`config.mk`:
```
export PLATFORM = sky130hd
export DESIGN_NAME = bit_op_execute_unit
export DESIGN_NICKNAME = d
export VERILOG_FILES = /design/src/verilog/bitop_pkg.sv /design/src/verilog/file_regs.sv /design/src/verilog/bit_op_execute_unit.sv
export SDC_FILE = /design/constraint.sdc
export NUM_CORES = 1
export LEC_CHECK = 0
export BUFFER_PORTS_ARGS = -buffer_cell sky130_fd_sc_hd__buf_2
export CORE_MARGIN = 10
export CORE_UTILIZATION = 40
export CTS_CLUSTER_DIAMETER = 30
export CTS_CLUSTER_SIZE = 40
export DETAILED_ROUTE_END_ITERATION = 16
export MAX_ROUTING_LAYER = met4
export PLACE_DENSITY = 0.58
export SYNTH_ARGS = -nofsm -noshare
export SYNTH_HDL_FRONTEND = slang
export SYNTH_HIERARCHICAL = 1
export SYNTH_SLANG_ARGS = --single-unit
```
`constraint.sdc`:
```
create_clock -name clock -period 12.76 [get_ports clock]
set_input_delay 1.914 -clock clock [delete_from_list [all_inputs] [get_ports clock]]
set_output_delay 1.914 -clock clock [all_outputs]
set_load 0.01 [all_outputs]
```
`src/verilog/bitop_pkg.sv`:
```
// Shared constants and types for the bit-operation execute unit.
// Assumes a single core clock domain and a 12-bit instruction word.
package bitop_pkg;

    // ****************************************
    // Instruction word layout
    // ****************************************
    localparam int WORD_W = 12;           // Instruction width
    localparam int OPC_W = 4;             // Opcode field width
    localparam int BIT_W = 3;             // Bit select width
    localparam int REG_W = 5;             // File register select width
    localparam int DATA_W = 8;            // File register data width
    localparam int REG_COUNT = 32;        // File registers 0 to 31
    localparam int FREG_LSB = 0;          // Register field position
    localparam int BITSEL_LSB = 5;        // Bit field position
    localparam int OPC_LSB = 8;           // Opcode field position

    // ****************************************
    // Opcodes handled here
    // ****************************************
    localparam logic [3:0] OP_CLEAR_BIT = 4'h4;   // clear_bit_op
    localparam logic [3:0] OP_SET_BIT = 4'h5;     // set_bit_op
    localparam logic [3:0] OP_TEST_SKIP = 4'h6;   // test_skip_if_zero_op

    // ****************************************
    // Program counter and reset values
    // ****************************************
    localparam int PC_W = 11;                          // Program counter width
    localparam logic [10:0] PC_RESET = 11'h000;        // Counter after reset
    localparam logic [10:0] PC_STEP = 11'h001;         // One word per cycle
    localparam logic [7:0] DATA_RESET = 8'h00;         // Data register reset
    localparam logic [4:0] ADDR_RESET = 5'h00;         // Address register reset

    // Decoded instruction word
    typedef struct packed {
        logic [3:0] opcode;    // Operation
        logic [2:0] bitsel;    // Bit position 0 to 7
        logic [4:0] freg;      // File register 0 to 31
    } instr_type;

    // Committed register write
    typedef struct packed {
        logic valid;           // Write happened
        logic [4:0] addr;      // Target register
        logic [7:0] data;      // Value written
    } reg_write_type;

    // Execute slot state
    typedef enum logic [0:0] {
        EXEC_RUN,
        EXEC_SKIP
    } exec_state_type;

endpackage

```
`src/verilog/file_regs.sv`:
```
// File register storage, 32 words of 8 bits.
// Read data come from a register; a write to the address being read is forwarded.
`timescale 1ns/1ns
module file_regs
    import bitop_pkg::*;
(
    input wire logic clock,
    input wire logic rst,
    input wire logic ce,
    input wire logic we,
    input wire logic [4:0] waddr,
    input wire logic [7:0] wdata,
    input wire logic [4:0] raddr,
    output logic [7:0] rdata_r
);

    // ****************************************
    // Storage
    // ****************************************
    logic [7:0] mem [REG_COUNT];    // Register array, cleared by reset

    // Array write; reset clears every word so a first read-modify-write never sees unknowns
    always_ff @(posedge clock or posedge rst)
    begin
        if (rst)
        begin
            for (int i = 0; i < REG_COUNT; i++)
            begin
                mem[i] <= DATA_RESET;
            end
        end
        else if (ce && we)
        begin
            mem[waddr] <= wdata;
        end
    end

    // Registered read, write-first on address match
    always_ff @(posedge clock or posedge rst)
    begin
        if (rst)
        begin
            rdata_r <= DATA_RESET;
        end
        else if (ce)
        begin
            if (we && (waddr == raddr))
            begin
                rdata_r <= wdata;    // Forward to avoid stale read
            end
            else
            begin
                rdata_r <= mem[raddr];
            end
        end
    end

endmodule

```
`src/verilog/bit_op_execute_unit.sv`:
```
// Execute unit for bit clear, bit set and bit test with skip if zero.
// Assumes one fetched word arrives per enabled cycle, fetched one word ahead.
`timescale 1ns/1ns
module bit_op_execute_unit
    import bitop_pkg::*;
(
    input wire logic clock,
    input wire logic rst,
    input wire logic ce,
    input wire bitop_pkg::instr_type fetch_word,
    output logic [10:0] pc_r,
    output logic nop_slot_r,
    output bitop_pkg::reg_write_type reg_write_r
);
    import bitop_pkg::*;

    // ****************************************
    // Pipeline and decode
    // ****************************************
    instr_type exec_r;                // Word in execute stage
    exec_state_type state_r;          // Execute slot state
    exec_state_type state_nxt;        // Next slot state
    logic [7:0] rd_data;              // Selected register value
    logic [7:0] mod_data;             // Value after bit update
    logic is_clear;                   // Clear-bit in execute
    logic is_set;                     // Set-bit in execute
    logic is_test;                    // Test-bit in execute
    logic test_bit;                   // Tested bit value
    logic wr_en;                      // Register write this cycle

    // Fetched word moves into execute
    always_ff @(posedge clock or posedge rst)
    begin
        if (rst)
        begin
            exec_r <= '0;
        end
        else if (ce)
        begin
            exec_r <= fetch_word;
        end
    end

    // Opcode decode, gated off in the inserted slot
    always_comb
    begin
        is_clear = (state_r == EXEC_RUN) && (exec_r.opcode == OP_CLEAR_BIT);
        is_set = (state_r == EXEC_RUN) && (exec_r.opcode == OP_SET_BIT);
        is_test = (state_r == EXEC_RUN) && (exec_r.opcode == OP_TEST_SKIP);
        test_bit = rd_data[exec_r.bitsel];
        wr_en = is_clear || is_set;
    end

    // ****************************************
    // Bit update, one lane per bit
    // ****************************************
    genvar gi;
    generate
        for (gi = 0; gi < DATA_W; gi++)
        begin : g_lane
            // Selected lane takes the forced value
            assign mod_data[gi] = (exec_r.bitsel == 3'(gi)) ? is_set : rd_data[gi];
        end
    endgenerate

    // ****************************************
    // File registers
    // ****************************************
    // Read address from the incoming word so data are ready in execute
    file_regs u_regs (
        .clock(clock),
        .rst(rst),
        .ce(ce),
        .we(wr_en),
        .waddr(exec_r.freg),
        .wdata(mod_data),
        .raddr(fetch_word.freg),
        .rdata_r(rd_data)
    );

    // ****************************************
    // Skip control
    // ****************************************
    // Zero bit inserts one no-operation slot
    always_comb
    begin
        case (state_r)
            EXEC_RUN:
            begin
                state_nxt = (is_test && !test_bit) ? EXEC_SKIP : EXEC_RUN;
            end
            EXEC_SKIP:
            begin
                state_nxt = EXEC_RUN;
            end
            default:
            begin
                state_nxt = EXEC_RUN;
            end
        endcase
    end

    // Slot state register
    always_ff @(posedge clock or posedge rst)
    begin
        if (rst)
        begin
            state_r <= EXEC_RUN;
        end
        else if (ce)
        begin
            state_r <= state_nxt;
        end
    end

    // Output flag for the inserted slot
    always_ff @(posedge clock or posedge rst)
    begin
        if (rst)
        begin
            nop_slot_r <= 1'b0;
        end
        else if (ce)
        begin
            nop_slot_r <= (state_nxt == EXEC_SKIP);
        end
    end

    // ****************************************
    // Program counter
    // ****************************************
    // Steps every enabled cycle, the no-op slot included, so the skipped word is passed
    always_ff @(posedge clock or posedge rst)
    begin
        if (rst)
        begin
            pc_r <= PC_RESET;
        end
        else if (ce)
        begin
            pc_r <= pc_r + PC_STEP;
        end
    end

    // ****************************************
    // Committed write report
    // ****************************************
    // Echo of each register write, no status flag touched
    always_ff @(posedge clock or posedge rst)
    begin
        if (rst)
        begin
            reg_write_r <= '0;
        end
        else if (ce)
        begin
            reg_write_r.valid <= wr_en;
            reg_write_r.addr <= wr_en ? exec_r.freg : ADDR_RESET;
            reg_write_r.data <= wr_en ? mod_data : DATA_RESET;
        end
    end
endmodule

```
# After elaboration in Yosys (flattened, before gate mapping)
# Index checks and enable logic that the tools add are counted.
# classes
n_lt_le_gt_ge,4
bitwise,3
reduce_logical,10
n_eq_ne,11
muxes,21
add_sub_neg,1
# op_table
op,count
bitwise mux 256 bit,1
binary-select mux 8 bit (select 5 bit),1
demux 8 bit (select 5 bit),1
2-to-1 mux 8 bit,5
"== test 3 bit, second input constant",4
"== test 4 x 3 -> 1 bit, second input constant",3
">= comparator 6 bit, second input constant",2
NOT 5 -> 6 bit,2
"adder 11 x 1 -> 11 bit, second input constant",1
2-to-1 mux 1 bit,10
logical AND 1 bit,7
"== test 3 x 2 -> 1 bit, second input constant",2
"< comparator 6 x 1 -> 1 bit, second input constant",1
== test 5 bit,1
2-to-1 mux 5 bit,1
"< comparator 3 x 4 -> 1 bit, second input constant",1
binary-select mux 1 bit (select 3 bit),1
"== test 3 x 1 -> 1 bit, second input constant",1
zero test 3 bit,1
case mux 1 bit (2 select lines),1
zero test 1 bit,1
logical OR 1 bit,1
NOT 1 bit,1
# totals
input_bits,15
register_bits,302
output_inout_bits,26
word_cells,91

# Logic depth before layout (Yosys ltp)
# Gate-level depths: netlist of run 1.
# depth
ltp_word,6
ltp_mapped,8
ltp_nobuf,6

# By module
# The synthesis of run 1 kept the hierarchy.
# by_module_without_submodules
module,seq_area_each_um2,cells_each,area_each_um2,n_inst
file_regs,6606.3,796,12125.4,1
bit_op_execute_unit,950.9,152,1775.5,1

# Worst setup path after synthesis of run 1
# OpenSTA, ideal clock, no wires.
# synth_path
kind,in2reg
startpoint,in fetch_word[0] (netlist name)
endpoint,reg u_regs.rdata_r[0]
path_buffers,2
cell_stages,7
path_slack_ps,9160
setup_ps,118
required_ps,12642
arrival_time_ps,3482
cell_sequence,buf_6 buf_2 mux4_2 mux2_2 a21oi_1 o21ai_1 a21o_1
# synth_via
elab_chain_len,5
word_cells_on_any_way,7
cone_classes,eq/ne (1); mux (4); bitwise (1); reduce/logical (1)
# synth_rtl
item,line_no,rtl
"start, declared",bit_op_execute_unit.sv:10,"input wire bitop_pkg::instr_type fetch_word,"
NOT 5 -> 6 bit (not written as such),file_regs.sv:53,rdata_r <= mem[raddr];
binary-select mux 8 bit (select 5 bit),file_regs.sv:53,
2-to-1 mux 8 bit (not written as such) (2 in series),file_regs.sv:53,
2-to-1 mux 8 bit *,file_regs.sv:47,if (we && (waddr == raddr))
"end signal, assigned",file_regs.sv:49,rdata_r <= wdata;
"end signal, assigned",file_regs.sv:53,
"end, declared",file_regs.sv:14,output logic [7:0] rdata_r
# Every way passes the cells marked *; elsewhere a longest branch is shown, timed or not. The select of a mux whose other input is x is not followed.
# A chain may end at the register's enable or synchronous reset.

# Final worst setup path of run 1
# layout_path
startpoint,in fetch_word[1] (netlist name)
endpoint,reg u_regs.rdata_r[4]
# Same word-level chain as after synthesis.

==> impl_metrics.yaml, run 1 <==
run_status:
  status: "finished clean"
floorplan:
  dieWidth_um: 206.4
  start_util_pct: 40.34
  core_sq_um: 34460
  pin_count: 41
  die_area_sq_um: 42610
  row_count: 68
  die_y_um: 206.4
timing:
  tns_ps: 0
  setup_viol: 0
  worstMarginPinSlew_ps: 991.3
  slew_headroom_pct: 33.91
  clock_skew_ps: 28.27
  whs_ps: 460.1
  layout_min_cycle_time_ps: 4304
  fmax_mhz: 232.3
  maxSlewViolCount: 0
  final-hold-violation-count: 0
  rsz0062_at_grt: "no"
  fin_crit_sh_pct: 33.73
worst_setup_path:
  arrival_ps: 4750
  crit_top_cell: "buf_4"
  crit_type: "in2reg"
  crit_path_cell_trace: "buf_4 -> buf_4 -> mux4_2 -> nor2b_1 -> a2111oi_0 -> nor4_1 -> a221o_1"
  critical-path-slowest-cell: "buf_4"
  slowest_delay_ps: 760
  crit_path_end_kind: "register"
  startpoint_type: "input port"
  required_ps: 13210
  critical_path.top_delay_family: "buffers and inverters"
  worst-path-buf-inv: 2
  cp_max_fo: 50
  reg2reg_slack_ps: 10070
clock_network:
  holdBufCountCts: 0
  cts_resized: 0
  clkSlewWorstSetupHoldPaths_ps: 50
  cts_setup_buffers: 0
  cts.sinks: 302
  clk_latency_ps: 560
  clockBufferDepth: 3
  cts_buffers: 71
  htreeDepth: 3
  root_buffer: "clkbuf_16"
  cts_tree: "done"
routing:
  final_antenna_net_count: 0
  viasPerCell: 5.497
  dr.pass1.iters: 5
  wire_per_inst_um: 22.15
  vias: 8372
  drt_iter0_drc: 516
  wl_um: 33740
  drc_errors: 0
final_layout:
  fin_area_sq_um: 16870
  final_nets: 1028
  area_growth_pct: 21.38
  n_antenna_cell: 0
  drive_gt1_share_pct: 47.94
  fin_util_pct: 48.97
logic_synthesis:
  synth_edf_count: 0
  syn_nets: 964
  yosys_warnings: 6
  synthFlopType: "dfrtp_1"
  synth_cells: 948
  netlist_area_sq_um: 13900
  ys_ff_latch: 302
  ys_seq_area_share_pct: 54.37
  avgSynthCellArea_sq_um: 14.66
  synth_cell_types: 55
  ys_async_sr_fraction_pct: 100.0
global_route:
  grtUsageTotal_pct: 16.80
  antenna_found_initial: 0
  grt-ovfl-total: 0
  grt_max_degree: 137
  grt_pass1_wl_um: 53930
  grt_pass1_vias: 8968
pwr:
  cellInternalPower_mw: 2.328
  p_sw_share_pct: 23.47
  p_comb_share_pct: 7.2
  seq_power_share_pct: 34.7
  switchingPower_uw: 713.8
  peakVddDrop_mv: 0.1132
  power_density_nw_per_um2: 180.3
  clkPwrFrac_pct: 58.0
  p_leak_nw: 8.013
place:
  hpwl_um: 20330
  placed_area_sq_um: 14510
  io_buffer_count: 40
  place_congestion: 0.7900
min_path:
  hp-class: "reg2reg"
flow_run:
  maxCapViolCount: 0
-- metrics by stage --
step / instances / total power, mW / worst slack [ps]
5_1_grt: 1523 / 3.161 / 8340
2_1_floorplan: 948 / 1.216 / 3577
6_report: 1523 / 3.041 / 8456
3_5_place_dp: 1394 / 1.293 / 7876
4_1_cts: 1523 / 3.079 / 8444
3_3_place_gp: 1394 / 1.289 / 7828
-- cell families after synthesis --
family,after synthesis,share of synthesized area [%]
DFF,302,54.37
adders and majority gates,1,0.08999
buffers and inverters,72,2.349
AOI/OAI and AO/OA,82,4.311
muxes,361,33.56
xor gates and xnor gates,15,0.9451
and+or+nand+nor,115,4.375
-- power by group through the flow --
stage | logic (mW) | registers (mW) | clock network (mW)
after floorplan | 0.155 | 1.06 | 0
after global placement | 0.220 | 1.07 | 0
after detailed placement | 0.223 | 1.07 | 0
after CTS | 0.224 | 1.06 | 1.80
after global routing | 0.242 | 1.06 | 1.86
final | 0.219 | 1.06 | 1.77
-- metal layers --
metal	vias up	global-route usage [%]	share of wire, %
met2	196	24.92	46
met1	4428	22.31	46
met5	-	-	0
met3	54	3.558	5.3
li1	3694	-	-
met4	0	6.177	2.3
-- synthesized netlist by cell type (6+ instances only) --
| cell type | n | area (sq um) |
|---|---|---|
| clkbuf_1 | 39 | 146.4 |
| mux2_1 | 7 | 78.83 |
| o221ai_1 | 6 | 52.55 |
| nand3_1 | 12 | 60.06 |
| mux2_2 | 275 | 3097 |
| a21oi_1 | 9 | 45.04 |
| buf_2 | 12 | 60.06 |
| xnor2_1 | 13 | 113.9 |
| o21ai_0 | 13 | 65.06 |
| nor3_1 | 6 | 30.03 |
| inv_1 | 10 | 37.54 |
| mux2i_1 | 24 | 240.2 |
| dfrtp_1 | 302 | 7557 |
| nor2b_1 | 15 | 93.84 |
| mux4_2 | 52 | 1171 |
| nand2_1 | 31 | 116.4 |
| nor2_1 | 22 | 82.58 |
| a31o_2 | 7 | 61.31 |
-- flip-flops by register name (all words and copies together) (netlist names) --
signal          flops
exec_r             12
state_r             1
u_regs/mem        256
reg_write_r        14
u_regs/rdata_r      8
pc_r               11
-- path summary, 6_finish.rpt --
check	cells past startpoint	endpoint	start
max in group asynchronous	4	u_regs/mem[77]	rst
worst max-delay path	7	u_regs/rdata_r[4]	fetch_word[1]
worst min-delay path	1	pc_r[10]	pc_r[10]
worst max register to register	5	u_regs/mem[144]	exec_r[9]
worst min register to register	1	pc_r[10]	pc_r[10]
min in group asynchronous	3	reg_write_r[9]	rst
-- cell usage in the layout (no fill, tap or decap), types with 6 or more instances in the layout --
cell and n:
nor3_1 6, nand2_1 31, nor2b_1 15, a31o_2 7, bufinv_16 8, buf_2 39, mux2_1 7, nor2_1 22
clkbuf_1 14, inv_1 9, o21ai_0 10, a21oi_1 9, xnor2_1 13, clkbuf_8 7, mux4_2 52, clkinv_2 14
clkinvlp_4 7, dfrtp_1 302, mux2i_1 24, nand3_1 12, o221ai_1 6, mux2_2 275, buf_4 13, clkbuf_16 71
-- layout make-up --
type,count,area [sq um]
Sequential cell,302,7557
Multi-Input combinational cell,574,6046
Tap cell,455,569.3
Timing Repair Buffer,52,292.8
Inverter,11,48.80
Clock inverter,37,432.9
Fill cell,2974,17590
Clock buffer,92,1926
Power figures use the tool's default switching activity.
==> inputs of run 2 (changes only) <==
- ABC_AREA: default -> 1
- clock period: 12.76 -> 4.35 ns (I/O delays scaled with it)
==> run 2 against run 1 <==
Combinational power rose to 4.4 times the previous value. Worst hold slack worse by 240 ps. Sequential cell count unchanged. Clock power rose to 3.2 times the previous value. Critical endpoint is now u_regs/mem[121]. Highest routed layer unchanged.
==> impl_metrics.yaml, run 2 <==
worst_setup_path:
  critical_path.top_delay_family: "simple AND/OR/NAND/NOR gates"
  crit_path_cell_trace: "nor2_2 -> nand3_2 -> inv_1 -> nand2_4 -> nor3_2 -> nand2_1 -> o21ai_0"
  slowest_delay_ps: 750
  crit_path_end_kind: "register"
  critical-path-slowest-cell: "nor3_2"
  cp_max_fo: 16
  startpoint_type: "register"
  arrival_ps: 3220
  worst-path-buf-inv: 1
  crit_type: "reg2reg"
  required_ps: 4810
logic_synthesis:
  ys_ff_latch: 302
  ys_seq_area_share_pct: 52.62
  synth_common_cells: "700 x nand2_1, 302 x dfrtp_1, 275 x o21ai_0, 217 x nand3_1, 82 x inv_1"
  synth_top_area_share_pct: 52.62
  ys_async_sr_fraction_pct: 100.0
  synth_cells: 1816
  synthFlopType: "dfrtp_1"
  syn_nets: 1832
  netlist_area_sq_um: 14360
  synth_top_cell_by_area: "dfrtp_1"
  synth_cell_types: 31
  synth_most_common_cell: "nand2_1"
  synth_edf_count: 0
  yosys_warnings: 6
  avgSynthCellArea_sq_um: 7.909
  synth_top_cells_by_area: "dfrtp_1 53%, nand2_1 18%, o21ai_0 9.6%, nand3_1 7.6%, inv_1 2.1%"
clock_network:
  cts_tree: "done"
  clk_latency_ps: 590
  cts_resized: 0
  htreeDepth: 3
  cts.sinks: 302
  cts_buffers: 76
  clkSlewWorstSetupHoldPaths_ps: 50
  root_buffer: "clkbuf_16"
  cts_setup_buffers: 0
  holdBufCountCts: 0
  clockBufferDepth: 3
global_route:
  grt-ovfl-total: 0
  grt_max_degree: 101
  grtUsageTotal_pct: 19.31
  antenna_found_initial: 0
  grt_pass1_vias: 12100
  grt_pass1_wl_um: 67230
min_path:
  hp-class: "in2async"
timing:
  slew_headroom_pct: 18.36
  maxSlewViolCount: 0
  final-hold-violation-count: 0
  rsz0062_at_grt: "no"
  setup_viol: 0
  worstMarginPinSlew_ps: 1223
  fin_crit_sh_pct: 63.46
  timing.final.ws_setup_ps: 1590
  tns_ps: 0
  clock_skew_ps: 32.93
  fmax_mhz: 362.3
  layout_min_cycle_time_ps: 2760
routing:
  dr.pass1.iters: 5
  drc_errors: 0
  viasPerCell: 5.217
  final_antenna_net_count: 0
  vias: 12310
  drt_iter0_drc: 1110
  wl_um: 41030
  wire_per_inst_um: 17.39
final_layout:
  drive_gt1_share_pct: 11.43
  n_antenna_cell: 0
  final_common_cell: "nand2_1"
  regMostFlops: "u_regs/mem"
  final_cell_mix: "700 x nand2_1, 302 x dfrtp_1, 275 x o21ai_0"
  fin_area_sq_um: 17270
  largest_register_ffs: 256
  reg.largest.list: "u_regs/mem (256), reg_write_r (14), exec_r (12)"
  area_growth_pct: 20.27
  final_nets: 1859
floorplan:
  pin_count: 41
  die_y_um: 209.5
  dieWidth_um: 209.5
  die_area_sq_um: 43890
  start_util_pct: 40.48
  core_sq_um: 35480
  row_count: 69
flow_run:
  maxCapViolCount: 0
pwr:
  finalPower_mw: 9.902
  peakVddDrop_mv: 0.5387
  p_leak_nw: 8.136
  power_density_nw_per_um2: 573.2
run_status:
  status: "finished clean"
place:
  io_buffer_count: 40
  place_congestion: 0.8580
  pre_cts_ws_ps: 1605
  hpwl_um: 24740
  placed_area_sq_um: 14660
run 2: changes by cell type after synthesis, moves of 9 or more:
cell / delta
mux2i_1: -24
buf_6: +21
nor2b_1: -15
xnor2_1: -9
nor2_1: +29
o21ai_0: +262
inv_1: +72
mux2_2: -275
nand2_1: +669
nand3_1: +205
buf_2: +28
mux4_2: -52
run 2: path summary, 6_finish.rpt:
kind | start | to | slack (ps) | cells past startpoint
worst min register to register | pc_r[10] | pc_r[10] | 470 | 1
worst max register to register | exec_r[11] | u_regs/mem[121] | 1590 | 7
worst max-delay path | exec_r[11] | u_regs/mem[121] | 1590 | 7
min in group clock | fetch_word[5] | exec_r[5] | 290 | 3
max in group asynchronous | rst | u_regs/mem[195] | 2930 | 3
worst min-delay path | rst | u_regs/mem[66] | 220 | 2
run 2: routing by layer:
metal / wire length [um] / GRT usage, % / share of wire [%]
met5: 0 / - / 0
met4: 1160 / 7.963 / 2.8
met3: 2437 / 3.742 / 5.9
met2: 18410 / 28.54 / 45
met1: 19030 / 25.54 / 46
run 2: kinds of logic after synthesis:
logic type | after synthesis | share of synthesized area (%)
DFF | 302 | 52.62
buffers and inverters | 207 | 7.266
xor gates and xnor gates | 9 | 0.5488
adders and majority gates | 1 | 0.08710
AOI/OAI and AO/OA | 291 | 10.30
and+or+nand+nor | 1006 | 29.18
run 2: worst reg2reg max path, delay by kind of cell (launching register included):
kind / cells / cell delay [ps]
compound gates: 1 / 370
buf+inv: 1 / 160
flops: 1 / 380
simple gates: 5 / 1720
run 2: power breakdown:
part / switching, mW / internal, mW / total, mW
Clock: 1.70 / 3.97 / 5.68
Combinational: 0.667 / 0.294 / 0.961
Sequential: 0.179 / 3.09 / 3.27
Total: 2.55 / 7.35 / 9.90
run 2: per-stage QoR:
step / util [%] / hold slack (ps) / cells
3_3_place_gp: 41.33 / 458.6 / 2226
6_report: 48.68 / 224.4 / 2360
5_1_grt: 48.68 / 276.3 / 2360
2_1_floorplan: - / 447.9 / 1816
3_5_place_dp: 41.33 / 465.5 / 2226
4_1_cts: 48.68 / 233.5 / 2360
run 2: final cells by class:
type                       instances  area (sq um)
inverter                          90         345.3
multi-input combinational       1307          5762
tap                              461         576.8
clock inverter                    32         417.9
sequential                       302          7557
clock buffer                     102          2192
timing repair buffer              66         422.9
fill                            3400         18210
==> inputs of run 3 (changes only) <==
- PLACE_DENSITY: 0.58 -> 0.6
- clock period: 4.35 -> 2.4 ns (I/O delays scaled with it)
==> run 3 against run 2 <==
Sequential power rose by 81%. Critical path depth rose by 1. Global-route usage barely moved. Register-to-register slack got worse by 1300 ps. Clock power rose by 95%. Clock-buffer cell count fell by 11. Worst setup slack got worse by 1300 ps. Via count rose by 0.75%. Worst hold slack got worse by 190 ps. Largest power group unchanged.
==> impl_metrics.yaml, run 3 (synthesized netlist as in run 2, its figures left out) <==
run_status:
  status: "finished clean"
global_route:
  grtUsageTotal_pct: 19.28
  antenna_found_initial: 0
  grtUsageMet3_pct: 3.697
  grt_pass1_vias: 12220
  top_usage_layer: "met2"
  grt_use_met1_pct: 25.26
  gr-usage-met2_pct: 28.57
  grt_pass1_wl_um: 67160
  grt-ovfl-total: 0
  grt_max_degree: 107
routing:
  dr.pass1.iters: 5
  viasPerCell: 5.194
  wire_per_inst_um: 17.24
  drc_errors: 0
  final_antenna_net_count: 0
  wl_um: 41180
  vias: 12400
  drt_iter0_drc: 1125
worst_setup_path:
  crit_top_cell: "inv_1"
  cp_max_fo: 16
  startpoint_type: "register"
  slowest_delay_ps: 390
  crit_path_end_kind: "register"
  crit_type: "reg2reg"
  worst-path-buf-inv: 3
  crit_path_cell_trace: "inv_1 -> nand3_2 -> inv_1 -> nand2_4 -> nor3_2 -> buf_4 -> nand2_1 -> o21ai_0"
  arrival_ps: 2550
  required_ps: 2850
  critical-path-slowest-cell: "dfrtp_1"
  critical_path.top_delay_family: "simple AND/OR/NAND/NOR gates"
pwr:
  p_leak_nw: 8.370
  power_density_nw_per_um2: 1057
  peakVddDrop_mv: 0.6621
flow_run:
  maxCapViolCount: 0
place:
  io_buffer_count: 40
  place_congestion: 0.8849
  place_inst: 2243
  hpwl_um: 25070
clock_network:
  cts.sinks: 302
  cts_buffers: 77
  clk_latency_ps: 570
  htreeDepth: 3
  cts_tree: "done"
  root_buffer: "clkbuf_16"
  clockBufferDepth: 3
  clkSlewWorstSetupHoldPaths_ps: 50
final_layout:
  reg.largest.list: "u_regs/mem (256), reg_write_r (14), exec_r (12)"
  final_nets: 1882
  regMostFlops: "u_regs/mem"
  final_cells: 2388
  area_growth_pct: 24.04
  fin_util_pct: 50.21
  n_antenna_cell: 0
  final_cell_mix: "700 x nand2_1, 302 x dfrtp_1, 275 x o21ai_0"
  drive_gt1_share_pct: 12.66
  largest_register_ffs: 256
  final_common_cell: "nand2_1"
timing:
  layout_min_cycle_time_ps: 2098
  worstMarginPinSlew_ps: 653.4
  maxSlewViolCount: 0
  setup_viol: 0
  final-hold-violation-count: 0
  rsz0062_at_grt: "no"
  fin_crit_sh_pct: 87.43
  fmax_mhz: 476.6
  slew_headroom_pct: 56.39
  clock_skew_ps: 21.11
min_path:
  hp-class: "in2reg"
floorplan:
  pin_count: 41
  die_y_um: 209.5
  die_area_sq_um: 43890
  dieWidth_um: 209.5
  row_count: 69
  core_sq_um: 35480
  start_util_pct: 40.48
run 3: changes by cell type in the layout (fill, tap and decap cells not counted), moves of 2 or more:
cell	before	now
clkinvlp_4	6	13
buf_12	2	15
clkinv_4	5	7
bufinv_16	8	15
clkbuf_8	15	7
buf_4	25	29
dlygate4sd3_1	0	5
clkbuf_1	9	5
run 3: metrics by stage:
stage               power, mW  cell area [sq um]  worst slack, ps  hold slack [ps]  TNS [ps]
floorplan               7.098              14370            -1444            447.9   -381090
global placement        7.786              14950            361.4            286.1         0
detailed placement      7.822              14950            354.1            284.3         0
CTS                     19.02              17810            263.8            12.30         0
global route            19.62              17810            71.78            34.74         0
finish                  18.84              17810            301.6            36.86         0
run 3: area by class of cell:
| cell class | instances | area [sq um] |
|---|---|---|
| inverters | 90 | 345.3 |
| multi-input cells | 1307 | 5762 |
| flip-flops and latches | 302 | 7557 |
| fillers | 3341 | 17670 |
| clock buffers | 91 | 2092 |
| clock inverters | 49 | 718.2 |
| repair buffers | 88 | 763.2 |
| well taps | 461 | 576.8 |
run 3: worst paths after layout:
check                                startpoint              end  slack [ps]  depth (start not counted)
worst max-delay path                    state_r    u_regs/mem[0]         300                          8
worst min-delay path              fetch_word[5]        exec_r[5]          40                          3
worst max register to register          state_r    u_regs/mem[0]         300                          8
worst min register to register  reg_write_r[10]  reg_write_r[10]         480                          2
max in group asynchronous                   rst   u_regs/mem[99]        1310                          4
min in group asynchronous                   rst   u_regs/mem[67]         240                          3
run 3: where the power goes:
part	internal [mW]	switching, mW
registers	5.59	0.333
clock network	7.84	3.24
logic	0.614	1.23
run 3: per-layer routing:
metal | up-vias | routed length (um)
met5 | - | 0
met4 | 0 | 1564
met3 | 94 | 2259
met2 | 368 | 18610
met1 | 5975 | 18750
li1 | 5967 | -
run 3: worst register-to-register path, stage by stage, from the launching register on:
cell and delay, ps:
dfrtp_1 390, inv_1 130, nand3_2 170, inv_1 150, nand2_4 80, nor3_2 120, buf_4 220, nand2_1 330
o21ai_0 360
run 3: timing repair:
action | 4_1_cts | 5_1_grt
hold buffers | 5 | 0
endpoints found under the hold margin | 58 | 0
gates resized for setup | 0 | 0
setup buffers | 0 | 0
